$ cat config.mk
export PLATFORM = sky130hd
export DESIGN_NAME = dcts_top
export DESIGN_NICKNAME = d
export VERILOG_FILES = /design/src/verilog/dcts_top.v /design/src/verilog/dcts_sync.v /design/src/verilog/dcts_align_buf.v
export VERILOG_INCLUDE_DIRS = /design/src /design/src/common
export SDC_FILE = /design/constraint.sdc
export NUM_CORES = 1
export LEC_CHECK = 0
export BUFFER_PORTS_ARGS = -buffer_cell sky130_fd_sc_hd__buf_2
export CORE_MARGIN = 8
export CORE_UTILIZATION = 55
export DETAILED_ROUTE_END_ITERATION = 6
export GPL_ROUTABILITY_DRIVEN = 0
export PLACE_DENSITY = 0.79
export SKIP_LAST_GASP = 1
export SYNTH_ARGS = -nofsm -noshare
export SYNTH_HDL_FRONTEND = slang
export SYNTH_SLANG_ARGS = --single-unit
$ cat constraint.sdc
create_clock -name pclk -period 3.9 [get_ports pclk]
set_input_delay 0.39 -clock pclk [delete_from_list [all_inputs] [get_ports pclk]]
set_output_delay 0.39 -clock pclk [all_outputs]
set_load 0.02 [all_outputs]
$ cat src/common/dcts_map.vh
// constants for the dual channel transmit serializer
`ifndef DCTS_MAP_VH
`define DCTS_MAP_VH

// ----------------------------------------------------------------
// character and clocking
// ----------------------------------------------------------------
`define DCTS_CHAR_W 10
`define DCTS_ERR_CHAR 10'h278
`define DCTS_BITS_PER_CHAR 4'ha
`define DCTS_LFSR_SEED 9'h1ff
`define DCTS_MULT_FULL 5'h0a
`define DCTS_MULT_HALF 5'h14

// ----------------------------------------------------------------
// latch banks: bank n at byte address 4*n
// ----------------------------------------------------------------
`define DCTS_BANKS 8
`define DCTS_BANK_A0 3'h0
`define DCTS_BANK_A1 3'h1
`define DCTS_BANK_A2 3'h2
`define DCTS_BANK_T3 3'h3
`define DCTS_BANK_T4 3'h4
`define DCTS_BANK_B0 3'h5
`define DCTS_BANK_B1 3'h6
`define DCTS_BANK_B2 3'h7
`define DCTS_LAT_RST 32'h3010_0301
`define DCTS_STATUS_ADDR 6'h20

// ----------------------------------------------------------------
// field positions
// ----------------------------------------------------------------
// static bank 0 of a channel
`define DCTS_F_CKSEL 0
`define DCTS_F_RATE 1
// static bank 1 of a channel
`define DCTS_F_DRV1 0
`define DCTS_F_DRV2 1
// dynamic bank 2 of a channel
`define DCTS_F_BISTN 0
`define DCTS_F_PABRST 1

// ----------------------------------------------------------------
// speed range select codes
// ----------------------------------------------------------------
`define DCTS_SPD_LOW 2'h0
`define DCTS_SPD_MID 2'h1
`define DCTS_SPD_HIGH 2'h2

// ----------------------------------------------------------------
// phase-align buffer
// ----------------------------------------------------------------
`define DCTS_ABUF_AW 2
`define DCTS_ABUF_INIT_FILL 3'h2
`define DCTS_ABUF_FULL 3'h4

`endif

$ cat src/verilog/dcts_top.v
// dual channel transmit serializer: config latches, capture, align, bist, shifter
`timescale 1ns/1ns
`include "dcts_map.vh"

module dcts_top
(
   // clock and reset
   input wire pclk,
   input wire presetn,
   // apb slave
   input wire psel,
   input wire penable,
   input wire pwrite,
   input wire [5:0] paddr,
   input wire [31:0] pwdata,
   output wire pready,
   output wire [31:0] prdata,
   output wire pslverr,
   // configuration pins
   input wire cfg_write_n,
   input wire [3:0] cfg_data,
   input wire [2:0] cfg_addr,
   // per channel clocks and pins, channel a in bit 0
   input wire [1:0] ref_clk_in,
   input wire [1:0] ext_tx_clk,
   input wire [19:0] par_char_in,
   input wire [3:0] speed_range_sel,
   // per channel outputs
   output wire [1:0] char_clk_out,
   output wire [1:0] align_err_out,
   output wire [1:0] ser_out1,
   output wire [1:0] ser_out2,
   output wire [1:0] ser_bit_stb,
   output wire [1:0] chan_pwr_dn,
   output wire [1:0] cfg_reserved,
   output wire [9:0] bit_rate_mult
);

   // ----------------------------------------------------------------
   // functions
   // ----------------------------------------------------------------
   // bank number of a channel's latch bank
   function [2:0] bank_of;
      input ch;
      input [1:0] idx;
      begin
         bank_of = ch ? (`DCTS_BANK_B0 + {1'b0, idx}) : (`DCTS_BANK_A0 + {1'b0, idx});
      end
   endfunction

   // one step of x^9 + x^5 + 1
   function [8:0] lfsr_step;
      input [8:0] s;
      begin
         lfsr_step = {s[7:0], s[8] ^ s[4]};
      end
   endfunction

   // ----------------------------------------------------------------
   // input synchronisers
   // ----------------------------------------------------------------
   wire [1:0] ref_s;
   wire [1:0] ext_s;
   wire [19:0] par_s;
   wire [7:0] cfg_s;

   dcts_sync #(.W(4)) u_clk_sync
   (
      .pclk(pclk),
      .presetn(presetn),
      .d({ext_tx_clk, ref_clk_in}),
      .q({ext_s, ref_s})
   );

   dcts_sync #(.W(28)) u_pin_sync
   (
      .pclk(pclk),
      .presetn(presetn),
      .d({~cfg_write_n, cfg_addr, cfg_data, par_char_in}),
      .q({cfg_s, par_s})
   );

   // ----------------------------------------------------------------
   // configuration latch banks
   // ----------------------------------------------------------------
   reg [31:0] lat_q;
   reg [31:0] lat_d;
   reg [1:0] init_q;
   reg [1:0] init_d;
   wire pin_wr;
   wire [2:0] pin_bank;
   wire [3:0] pin_data;
   wire apb_wr;
   wire apb_bank_hit;
   wire [2:0] apb_bank;
   integer i;

   assign pin_wr = cfg_s[7];
   assign pin_bank = cfg_s[6:4];
   assign pin_data = cfg_s[3:0];
   assign apb_bank_hit = (paddr[5] == 1'b0) && (paddr[1:0] == 2'h0);
   assign apb_bank = paddr[4:2];
   assign apb_wr = psel & penable & pwrite & apb_bank_hit;

   always @*
   begin
      lat_d = lat_q;
      init_d = 2'h0;
      // pin writes store while the write enable is held low
      if (pin_wr)
         lat_d[{pin_bank, 2'h0} +: 4] = pin_data;
      if (apb_wr)
         lat_d[{apb_bank, 2'h0} +: 4] = pwdata[3:0];
      // test banks hold no state
      lat_d[{`DCTS_BANK_T3, 2'h0} +: 4] = 4'h0;
      lat_d[{`DCTS_BANK_T4, 2'h0} +: 4] = 4'h0;
      for (i = 0; i < 2; i = i + 1)
      begin
         // a zero written to the align reset bit starts initialization
         if (pin_wr && pin_bank == bank_of(i[0], 2'h2) && !pin_data[`DCTS_F_PABRST])
            init_d[i] = 1'b1;
         if (apb_wr && apb_bank == bank_of(i[0], 2'h2) && !pwdata[`DCTS_F_PABRST])
            init_d[i] = 1'b1;
      end
   end

   always @(posedge pclk or negedge presetn)
   begin
      if (!presetn)
      begin
         // ref clock capture, bist off, drivers off
         lat_q <= `DCTS_LAT_RST;
         init_q <= 2'h0;
      end
      else
      begin
         lat_q <= lat_d;
         init_q <= init_d;
      end
   end

   // ----------------------------------------------------------------
   // apb read and response
   // ----------------------------------------------------------------
   reg [31:0] rdata;
   wire [31:0] status;

   assign status = {24'h0, cfg_reserved, chan_pwr_dn, 2'h0, align_err_out};
   assign pready = 1'b1;
   assign pslverr = psel & penable & ~apb_bank_hit & ~(paddr == `DCTS_STATUS_ADDR && !pwrite);

   always @*
   begin
      rdata = 32'h0;
      if (apb_bank_hit)
         rdata = {28'h0, lat_q[{apb_bank, 2'h0} +: 4]};
      else if (paddr == `DCTS_STATUS_ADDR)
         rdata = status;
   end

   assign prdata = (psel & penable & ~pwrite) ? rdata : 32'h0;

   // ----------------------------------------------------------------
   // channels
   // ----------------------------------------------------------------
   genvar ch;
   generate
      for (ch = 0; ch < 2; ch = ch + 1)
      begin : g_ch
         wire [3:0] bank0;
         wire [3:0] bank1;
         wire [3:0] bank2;
         wire cksel;
         wire rate;
         wire drv1;
         wire drv2;
         wire bist_on;
         wire pwr_on;
         wire ref_rise;
         wire ref_fall;
         wire ext_rise;
         wire char_stb;
         wire buf_err;
         wire [9:0] buf_rdata;
         reg ref_d_q;
         reg ext_d_q;
         reg stb_d_q;
         reg [9:0] cap_q;
         reg [8:0] lfsr_q;
         reg [9:0] pend_q;
         reg pend_vld_q;
         reg [9:0] sh_q;
         reg [3:0] cnt_q;
         reg out1_q;
         reg out2_q;
         reg stb_q;
         reg cko_q;
         reg [9:0] nxt_char;

         assign bank0 = lat_q[{bank_of(ch == 1, 2'h0), 2'h0} +: 4];
         assign bank1 = lat_q[{bank_of(ch == 1, 2'h1), 2'h0} +: 4];
         assign bank2 = lat_q[{bank_of(ch == 1, 2'h2), 2'h0} +: 4];
         assign cksel = bank0[`DCTS_F_CKSEL];
         assign rate = bank0[`DCTS_F_RATE];
         assign drv1 = bank1[`DCTS_F_DRV1];
         assign drv2 = bank1[`DCTS_F_DRV2];
         assign bist_on = ~bank2[`DCTS_F_BISTN];
         // both drivers off idles the channel
         assign pwr_on = drv1 | drv2;

         // edges of the sampled clocks
         assign ref_rise = ref_s[ch] & ~ref_d_q;
         assign ref_fall = ~ref_s[ch] & ref_d_q;
         assign ext_rise = ext_s[ch] & ~ext_d_q;
         // half rate takes a character on each ref edge
         assign char_stb = pwr_on & (ref_rise | (rate & ref_fall));

         // speed range and multiplier status
         assign cfg_reserved[ch] = rate & (speed_range_sel[2*ch +: 2] == `DCTS_SPD_LOW);
         assign bit_rate_mult[5*ch +: 5] = rate ? `DCTS_MULT_HALF : `DCTS_MULT_FULL;

         // ext clock path goes through the align buffer
         dcts_align_buf u_abuf
         (
            .pclk(pclk),
            .presetn(presetn),
            .init(init_q[ch]),
            .hold(~pwr_on),
            .wr_en(ext_rise & ~cksel & ~bist_on),
            .wr_data(par_s[10*ch +: 10]),
            .rd_en(char_stb & ~cksel & ~bist_on),
            .rd_data(buf_rdata),
            .err(buf_err)
         );

         // source of the next character
         always @*
         begin
            nxt_char = buf_rdata;
            if (buf_err)
               nxt_char = `DCTS_ERR_CHAR;
            else if (bist_on)
               nxt_char = {^lfsr_q, lfsr_q};
            else if (cksel)
               nxt_char = cap_q;
         end

         always @(posedge pclk or negedge presetn)
         begin
            if (!presetn)
            begin
               ref_d_q <= 1'b0;
               ext_d_q <= 1'b0;
               stb_d_q <= 1'b0;
               cap_q <= 10'h000;
               lfsr_q <= `DCTS_LFSR_SEED;
               pend_q <= 10'h000;
               pend_vld_q <= 1'b0;
               cko_q <= 1'b0;
            end
            else
            begin
               ref_d_q <= ref_s[ch];
               ext_d_q <= ext_s[ch];
               stb_d_q <= char_stb;
               cko_q <= char_stb;
               // ref clock capture of parallel input
               if (char_stb && cksel && !bist_on)
                  cap_q <= par_s[10*ch +: 10];
               // 511-character sequence, seed shared with the receiver
               if (!bist_on)
                  lfsr_q <= `DCTS_LFSR_SEED;
               else if (stb_d_q)
                  lfsr_q <= lfsr_step(lfsr_q);
               if (stb_d_q)
               begin
                  pend_q <= nxt_char;
                  pend_vld_q <= 1'b1;
               end
               else if (cnt_q == 4'h0 || !pwr_on)
                  pend_vld_q <= 1'b0;
            end
         end

         // transmit shifter, lsb first
         always @(posedge pclk or negedge presetn)
         begin
            if (!presetn)
            begin
               sh_q <= 10'h000;
               cnt_q <= 4'h0;
               out1_q <= 1'b0;
               out2_q <= 1'b0;
               stb_q <= 1'b0;
            end
            else if (!pwr_on)
            begin
               sh_q <= 10'h000;
               cnt_q <= 4'h0;
               out1_q <= 1'b0;
               out2_q <= 1'b0;
               stb_q <= 1'b0;
            end
            else
            begin
               stb_q <= 1'b0;
               if (cnt_q == 4'h0 && pend_vld_q && !stb_d_q)
               begin
                  sh_q <= pend_q;
                  cnt_q <= `DCTS_BITS_PER_CHAR;
               end
               else if (cnt_q != 4'h0)
               begin
                  // each driver gated by its own enable
                  out1_q <= drv1 & sh_q[0];
                  out2_q <= drv2 & sh_q[0];
                  stb_q <= 1'b1;
                  sh_q <= {1'b0, sh_q[9:1]};
                  cnt_q <= cnt_q - 4'h1;
               end
            end
         end

         assign char_clk_out[ch] = cko_q;
         assign align_err_out[ch] = buf_err;
         assign ser_out1[ch] = out1_q;
         assign ser_out2[ch] = out2_q;
         assign ser_bit_stb[ch] = stb_q;
         assign chan_pwr_dn[ch] = ~pwr_on;
      end
   endgenerate

endmodule

$ cat src/verilog/dcts_sync.v
// two-stage synchroniser for inputs from outside the pclk domain
`timescale 1ns/1ns
`include "dcts_map.vh"

module dcts_sync
#(
   parameter W = 1
)
(
   // clock and reset
   input wire pclk,
   input wire presetn,
   // data
   input wire [W-1:0] d,
   output wire [W-1:0] q
);

   reg [W-1:0] meta_q;
   reg [W-1:0] sync_q;

   always @(posedge pclk or negedge presetn)
   begin
      if (!presetn)
      begin
         meta_q <= {W{1'b0}};
         sync_q <= {W{1'b0}};
      end
      else
      begin
         meta_q <= d;
         sync_q <= meta_q;
      end
   end

   assign q = sync_q;

endmodule

$ cat src/verilog/dcts_align_buf.v
// phase-align buffer: four character slots with overflow error
`timescale 1ns/1ns
`include "dcts_map.vh"

module dcts_align_buf
(
   // clock and reset
   input wire pclk,
   input wire presetn,
   // control
   input wire init,
   input wire hold,
   // write side
   input wire wr_en,
   input wire [9:0] wr_data,
   // read side
   input wire rd_en,
   output wire [9:0] rd_data,
   // status
   output wire err
);

   reg [9:0] mem_q [0:3];
   reg [9:0] rd_data_q;
   reg [1:0] wp_q;
   reg [1:0] rp_q;
   reg [2:0] fill_q;
   reg err_q;
   wire do_wr;
   wire do_rd;
   wire ovf;

   // slips in either direction mean lost characters
   assign do_wr = wr_en & ~hold;
   assign do_rd = rd_en & ~hold;
   assign ovf = (do_wr & ~do_rd & (fill_q == `DCTS_ABUF_FULL)) | (do_rd & ~do_wr & (fill_q == 3'h0));

   always @(posedge pclk)
   begin
      if (do_wr)
         mem_q[wp_q] <= wr_data;
   end

   always @(posedge pclk or negedge presetn)
   begin
      if (!presetn)
      begin
         wp_q <= 2'h0;
         rp_q <= 2'h0;
         fill_q <= 3'h0;
         err_q <= 1'b0;
         rd_data_q <= 10'h000;
      end
      else if (init)
      begin
         // centre the window: two characters of slack each way
         wp_q <= rp_q + 2'h2;
         fill_q <= `DCTS_ABUF_INIT_FILL;
         err_q <= ovf;
      end
      else
      begin
         if (do_wr && !ovf)
            wp_q <= wp_q + 2'h1;
         if (do_rd && !ovf)
         begin
            rp_q <= rp_q + 2'h1;
            rd_data_q <= mem_q[rp_q];
         end
         if (!ovf)
            fill_q <= fill_q + {2'h0, do_wr} - {2'h0, do_rd};
         if (ovf)
            err_q <= 1'b1;
      end
   end

   assign rd_data = rd_data_q;
   assign err = err_q;

endmodule

======== Word level (Yosys, flattened, before mapping) ========
Memory sizes are Yosys's and may differ from the RTL's. A register that Yosys moved wholly into a read port is not among the register bits.
Cells that the tools add are included.
word-level totals
  flip-flop bits (word level) ............. 206
  RAM bits ................................ 80
  memories ................................ 2
  output and inout bits ................... 58
cells by class
  eq/ne operators ......................... 15
  shift operators ......................... 5
  reductions and logical operators ........ 58
  bitwise logic cells ..................... 71
  mux-type cells .......................... 73
  add/sub/neg operators ................... 14
memory list
  memory                depth  bits a word  rd ports  clocked after Yosys merged registers in  wr ports  line                 text
  g_ch[0].u_abuf.mem_q  4      10           1         1                                        1         dcts_align_buf.v:23  reg [9:0] mem_q [0:3];
  g_ch[1].u_abuf.mem_q  4      10           1         1                                        1         dcts_align_buf.v:23
operators by type and width
  cell                    number
  $mux 10                 12
  $mux 32                 3
  $bwmux 32               2
  $shift 4x7->32 const A  2
  $shiftx 4x7->32         2
  $and 1x1->1             42
  $mux 9                  4
  $mux 1                  34
  $shiftx 32x6->4         1
  $mux 4                  6
  $logic_and 1x1->1       22
  $not 1->1               21
  $reduce_xor 9->1        2
  $mux 8                  2
  $reduce_bool 2->1       8
  $neg 5->7               2
  $eq 3x3->1 const B      4
  $mux 3                  4
  $logic_not 1->1         11
  $mux 5                  2
  $add 2x1->2 const B     4
  $logic_not 4->1         2
  $mux 2                  4
  $ne 2x2->1 const B      4
  15 further kinds        36

======== Logic depth before layout (Yosys ltp) ========
  word-level depth ........................ 16
  mapped depth ............................ 13
  gate-level depth less buffers ........... 11

======== By module ========
From an unflattened synthesis, not the netlist that was laid out.
unflattened totals
  cells, all modules ...................... 974
  area total of the unflattened synthesis .. 13,290.2 um2
modules (own cells, without submodules)
  module                  seq. area each (um2)  cells each  area an instance (um2)  instances
  dcts_top                3,183.1               660         6,964.2                 1
  dcts_align_buf          1,651.6               125         2,362.3                 2
  dcts_sync (u_pin_sync)  1,401.3               56          1,401.3                 1
  dcts_sync (u_clk_sync)  200.2                 8           200.2                   1

======== Least setup slack after synthesis ========
Ideal clock, no wire load.
  path kind ............................... flip-flop to flip-flop
  start point ............................. register lat_q[25]
  end point ............................... register g_ch[1].u_abuf.fill_q[2]
  library setup time ...................... 125 ps
  setup slack ............................. 813 ps
  clock period less this slack ............ 3,087 ps
  path buffers ............................ 2
  stages on the path, launching flop included .. 14
  required time ........................... 3,775 ps
  data arrival time ....................... 2,961 ps
  path through ............................ dfrtp_1 > or2_4 > inv_2 > buf_4 > clkbuf_1 > a211oi_1 > ha_1 > inv_1 > ha_1 > fa_1 > xnor2_1 > nand2_1 > o41ai_1 > a2111oi_0
on the way
  longest elaborated chain between the ends .. 10
ends and longest elaborated chain
  item                                                 line                 text
  from (decl)                                          dcts_top.v:86        reg [31:0] lat_q;
  from (signal assigned)                               dcts_top.v:132       lat_q <= `DCTS_LAT_RST;
  from (signal assigned)                               dcts_top.v:137       lat_q <= lat_d;
  $or 1x1->1 *                                         dcts_top.v:209       assign pwr_on = drv1 | drv2;
  branches (longest 9 deep; another with $add 3x1->3)  n/a
  to (signal assigned)                                 dcts_align_buf.v:58  fill_q <= `DCTS_ABUF_INIT_FILL;
  to (signal assigned)                                 dcts_align_buf.v:71  fill_q <= fill_q + {2'h0, do_wr} - {2'h0, do_rd};
  to (decl)                                            dcts_align_buf.v:27  reg [2:0] fill_q;
Mark *: on every way between the ends. The select of a mux whose other input is x is not followed.
A chain may end at the register's enable or synchronous reset.

======== Worst setup path in the final report ========
Ends and elaborated chain as after synthesis.

==> summary.txt <==
Critical path
  – FF-to-FF End: g_ch[1].u_abuf.fill_q[2]
  – Required time of the critical path: between 4 and 5 ns
  – Crit. Startpoint: lat_q[25]
  – Reg2Reg Depth: 11
  – Family with the most delay on the worst path: adder cells
  – Crit path capture type: flip-flop
  – R2r setup slk: around 0.85 ns
  – Crit path kind: flip-flop to flip-flop
  – CP dominant cell by count: ha_1
  – Crit path launch type: flip-flop
  – Buf+Inv Stages, Crit Path: 2
  – CP cell instances: or2_4 -> inv_2 -> a211oi_1 -> ha_1 -> inv_1 -> ha_1 -> fa_1 -> xnor2_1 -> nand2_1 -> o41ai_1 -> a2111oi_0
  – CP Max Fanout: 20
  – CP max stage cell: fa_1
  – Slowest cell delay on critical path: between 0.4 and 0.5 ns
  – Critical R2R Launch: lat_q[25]
  – Worst Path Arrival: 3.47 ns

Timing
  – Final Hold Viols: 0
  – Final Setup Violations: 0
  – Setup_tns: 0 ns
  – Max-slew headroom: 0.419
  – Max Slew Vio Count: 0
  – Worst slew pin tran: around 0.86 ns
  – Tcrit/Tclk final: 0.782
  – RSZ-0062 raised after global routing: no
  – Clock Skews: ~0.024 ns
  – Final Critical Period: just over 3 ns
  – FMAX: 0.328 GHz

Layout
  – Nets: 1184
  – Design Area, Final: 0.0153 mm²
  – Area growth, synth to finish: 14.1%
  – Diode count: 0
  – # fillers: 1786
  – Share of layout cells above drive strength 1: 0.251

Synth
  – Synth Instances: 985
  – Count of cell types in the netlist: 69
  – Synth Flop Type: dfrtp_1
  – EDFF count, synth: 80
  – Mapped Area: 0.0134 mm²
  – Seq cells post-synth: 306
  – Synthesis Warnings: 0
  – Register area share after synthesis: 0.605
  – Mean area per synthesized cell: about 14 µm²
  – Share of synthesized registers carrying an async set or reset: 0.739

Clock tree
  – Setup Fix Bufs, Post-CTS: 0
  – Sinks on Clock Net: 306
  – Cts repair resizes: 0
  – H-Tree Level Count: 1
  – CTS tree: yes
  – Clk root buf: clkbuf_16
  – Clock Path Buffers: 3
  – Clk slew on worst S/H paths: 0.07 ns
  – TritonCTS Buffers: 31
  – Worst skew pair latency: about 0.57 ns

Power and ir drop
  – Power Dens Cells: 701 mW/mm²
  – Clock network fraction of design power: 0.288
  – Pint: 7.39 mW
  – Peak VDD IR: ~0.42 mV
  – Sequential share of power: 0.438
  – Sw frac: 0.310
  – Leak: 6.49 nW
  – P_sw: 3.32 mW
  – Logic pwr share: 0.274

Floorplan
  – Initial Utilization: 0.555
  – FP Rows: 57
  – Placeable Area: 0.0241 mm²
  – Die area: 0.0295 mm²
  – I/O pins: 137
  – Die height: between 150 and 200 µm
  – Die width: between 150 and 200 µm

Global route
  – Vias in the first global route: 8287
  – Total track usage: 0.182
  – Antenna violations before repair: 0
  – Largest net degree at the start of global routing: 98
  – Grt ovf: 0
  – First-pass GRT wire length: approximately 43 mm

Worst hold path
  – Worst hold start: pwdata[0]
  – Min-Delay Path Class: input pin to flip-flop
  – Hold Path End: lat_q[20]
  – Hold path cells: 3

Route
  – DRT Pass-1 Iters: 5
  – Post-DRT Antenna Nets: 0
  – Routed via count: about 7900
  – Vias per inst: around 5.5
  – Detailed-route DRC error count: 0
  – Final wirelength: approximately 26 mm
  – Met3 routed WL: 1.59 mm
  – Detailed Route Iter0 Violations: 536
  – Top routing layer in use: met4
  – Metal1 wirelength: roughly 12 mm
  – WL met2: ~13 mm
  – Avg WL per Cell: 18.5 µm

Job
  – Max_cap viols: 0

Placed design
  – HPWL reported at the end of detailed placement: 17.3 mm
  – Placed inst area: 0.0138 mm²
  – Buffers on Ports: 81

Outcome
  – Outcome: complete, no violations
[final cells by class]
class	instances	area, µm²	share of cell area
sequential	306	8090	0.530
timing repair buffer	126	848	0.0556
clock inverter	11	174	0.0114
clock buffer	47	906	0.0594
tap	324	405	0.0266
multi-input combinational	573	4680	0.307
inverter	41	154	0.0101
[how the worst max path moves through the flow]
| stage | end | slack [ns] | depth (start not counted) |
|---|---|---|---|
| 2_1_floorplan | g_ch[1].u_abuf.fill_q[2] | 0.81 | 13 |
| 3_3_place_gp | g_ch[0].u_abuf.fill_q[2] | 0.96 | 10 |
| 3_5_place_dp | g_ch[1].u_abuf.fill_q[2] | 0.90 | 11 |
| 4_1_cts | g_ch[1].u_abuf.fill_q[2] | 0.86 | 11 |
| 5_1_grt | g_ch[1].u_abuf.fill_q[2] | 0.63 | 11 |
| 6_report | g_ch[1].u_abuf.fill_q[2] | 0.85 | 11 |
[flip-flops by register name, summed over array words and instances, names as in the netlist, 18 cells and up]
signal and flops:
lat_q 24, u_pin_sync.meta_q 28, g_ch.pend_q 20, g_ch.lfsr_q 18, g_ch.cap_q 20, u_pin_sync.q 28, g_ch.u_abuf.rd_data 20, g_ch.sh_q 20
g_ch.u_abuf.mem_q 80
[worst register-to-register path, delay by kind of cell (launching register included)]
family	cells	cell delay, ns
compound gates	3	0.62
xor+xnor	1	0.15
fa+ha+maj	3	0.98
buf+inv	2	0.36
flops	1	0.40
simple gates	2	0.37
[layer usage]
metal,GRT usage,vias to the layer above
met5,0,-
li1,-,3680
met1,0.241,3976
met4,0.0547,0
met2,0.300,201
met3,0.0363,51
[logic make-up (layout without fill, tap and decap cells)]
logic type               after synthesis  after routing  synth area share
AND/OR/NAND/NOR                      193            193            0.0792
adder cells (fa/ha/maj)               26             26            0.0255
multiplexers                         142            142             0.133
AO/OA/AOI/OAI                        161            161            0.0871
buffers and inverters                131            225            0.0520
XOR/XNOR                              24             24            0.0178
flip-flops                           306            306             0.605
other                                  2             27          0.000562
[power groups by stage]
stage	sequential, mW	combinational [mW]	clock (mW)
2_1_floorplan	4.47	2.48	0
3_3_place_gp	4.71	2.77	0
3_5_place_dp	4.75	2.89	0
4_1_cts	4.70	2.96	3.14
5_1_grt	4.80	3.23	3.26
6_report	4.69	2.93	3.08
[per-stage QoR]
step / utilization / total power, mW / setup WS [ns] / instances / hold WS, ns
finish: 0.633 / 10.7 / 0.849 / 1428 / 0.0895
global route: 0.633 / 11.3 / 0.629 / 1428 / 0.103
CTS: 0.633 / 10.8 / 0.862 / 1428 / 0.0672
detailed placement: 0.574 / 7.63 / 0.902 / 1337 / 0.335
global placement: 0.574 / 7.48 / 0.964 / 1337 / 0.332
floorplan: - / 6.95 / 0.813 / 1010 / 0.0944
[cells in the mapped netlist, types with 4 or more instances]
library cell,count,share of area
nand2_1,32,0.0090
edfxtp_1,80,0.18
xnor2_1,14,0.0092
a221oi_1,4,0.0026
a211o_1,20,0.013
nor3_1,15,0.0056
buf_4,47,0.026
o21ai_0,21,0.0079
dfrtp_1,202,0.38
dfstp_2,24,0.047
a21o_1,4,0.0022
nor2b_1,22,0.010
mux2_1,10,0.0084
xor2_1,8,0.0052
ha_1,24,0.022
o22ai_1,10,0.0047
nor2_1,62,0.017
mux2_2,73,0.061
buf_2,10,0.0037
nand3_1,5,0.0019
and2_1,8,0.0037
mux2i_1,39,0.029
nand2b_1,8,0.0037
o31a_1,4,0.0026
clkbuf_1,28,0.0079
a211oi_1,26,0.015
o22a_1,8,0.0052
inv_1,40,0.011
mux4_2,20,0.034
nand3b_1,5,0.0028
and3_1,6,0.0028
a21oi_1,34,0.013
[repair_timing]
action,4_1_cts,5_1_grt
endpoints found under the setup margin,0,0
hold buffers,33,0
hold endpoints to repair,116,0
[layout by cell type, fill, tap and decap left out, types with 9 or more instances in the layout]
cell type	netlist	final
a211o_1	20	20
a211oi_1	26	26
a21oi_1	34	34
buf_2	10	80
buf_4	47	11
clkbuf_1	28	9
clkbuf_16	0	31
conb_1	2	27
dfrtp_1	202	202
dfstp_2	24	24
dlygate4sd3_1	0	33
edfxtp_1	80	80
ha_1	24	24
inv_1	40	40
mux2_1	10	10
mux2_2	73	73
mux2i_1	39	39
mux4_2	20	20
nand2_1	32	32
nor2_1	62	62
nor2b_1	22	22
nor3_1	15	15
o21ai_0	21	21
o22ai_1	10	10
xnor2_1	14	14
Note: power is estimated with default switching activity, not from simulation.
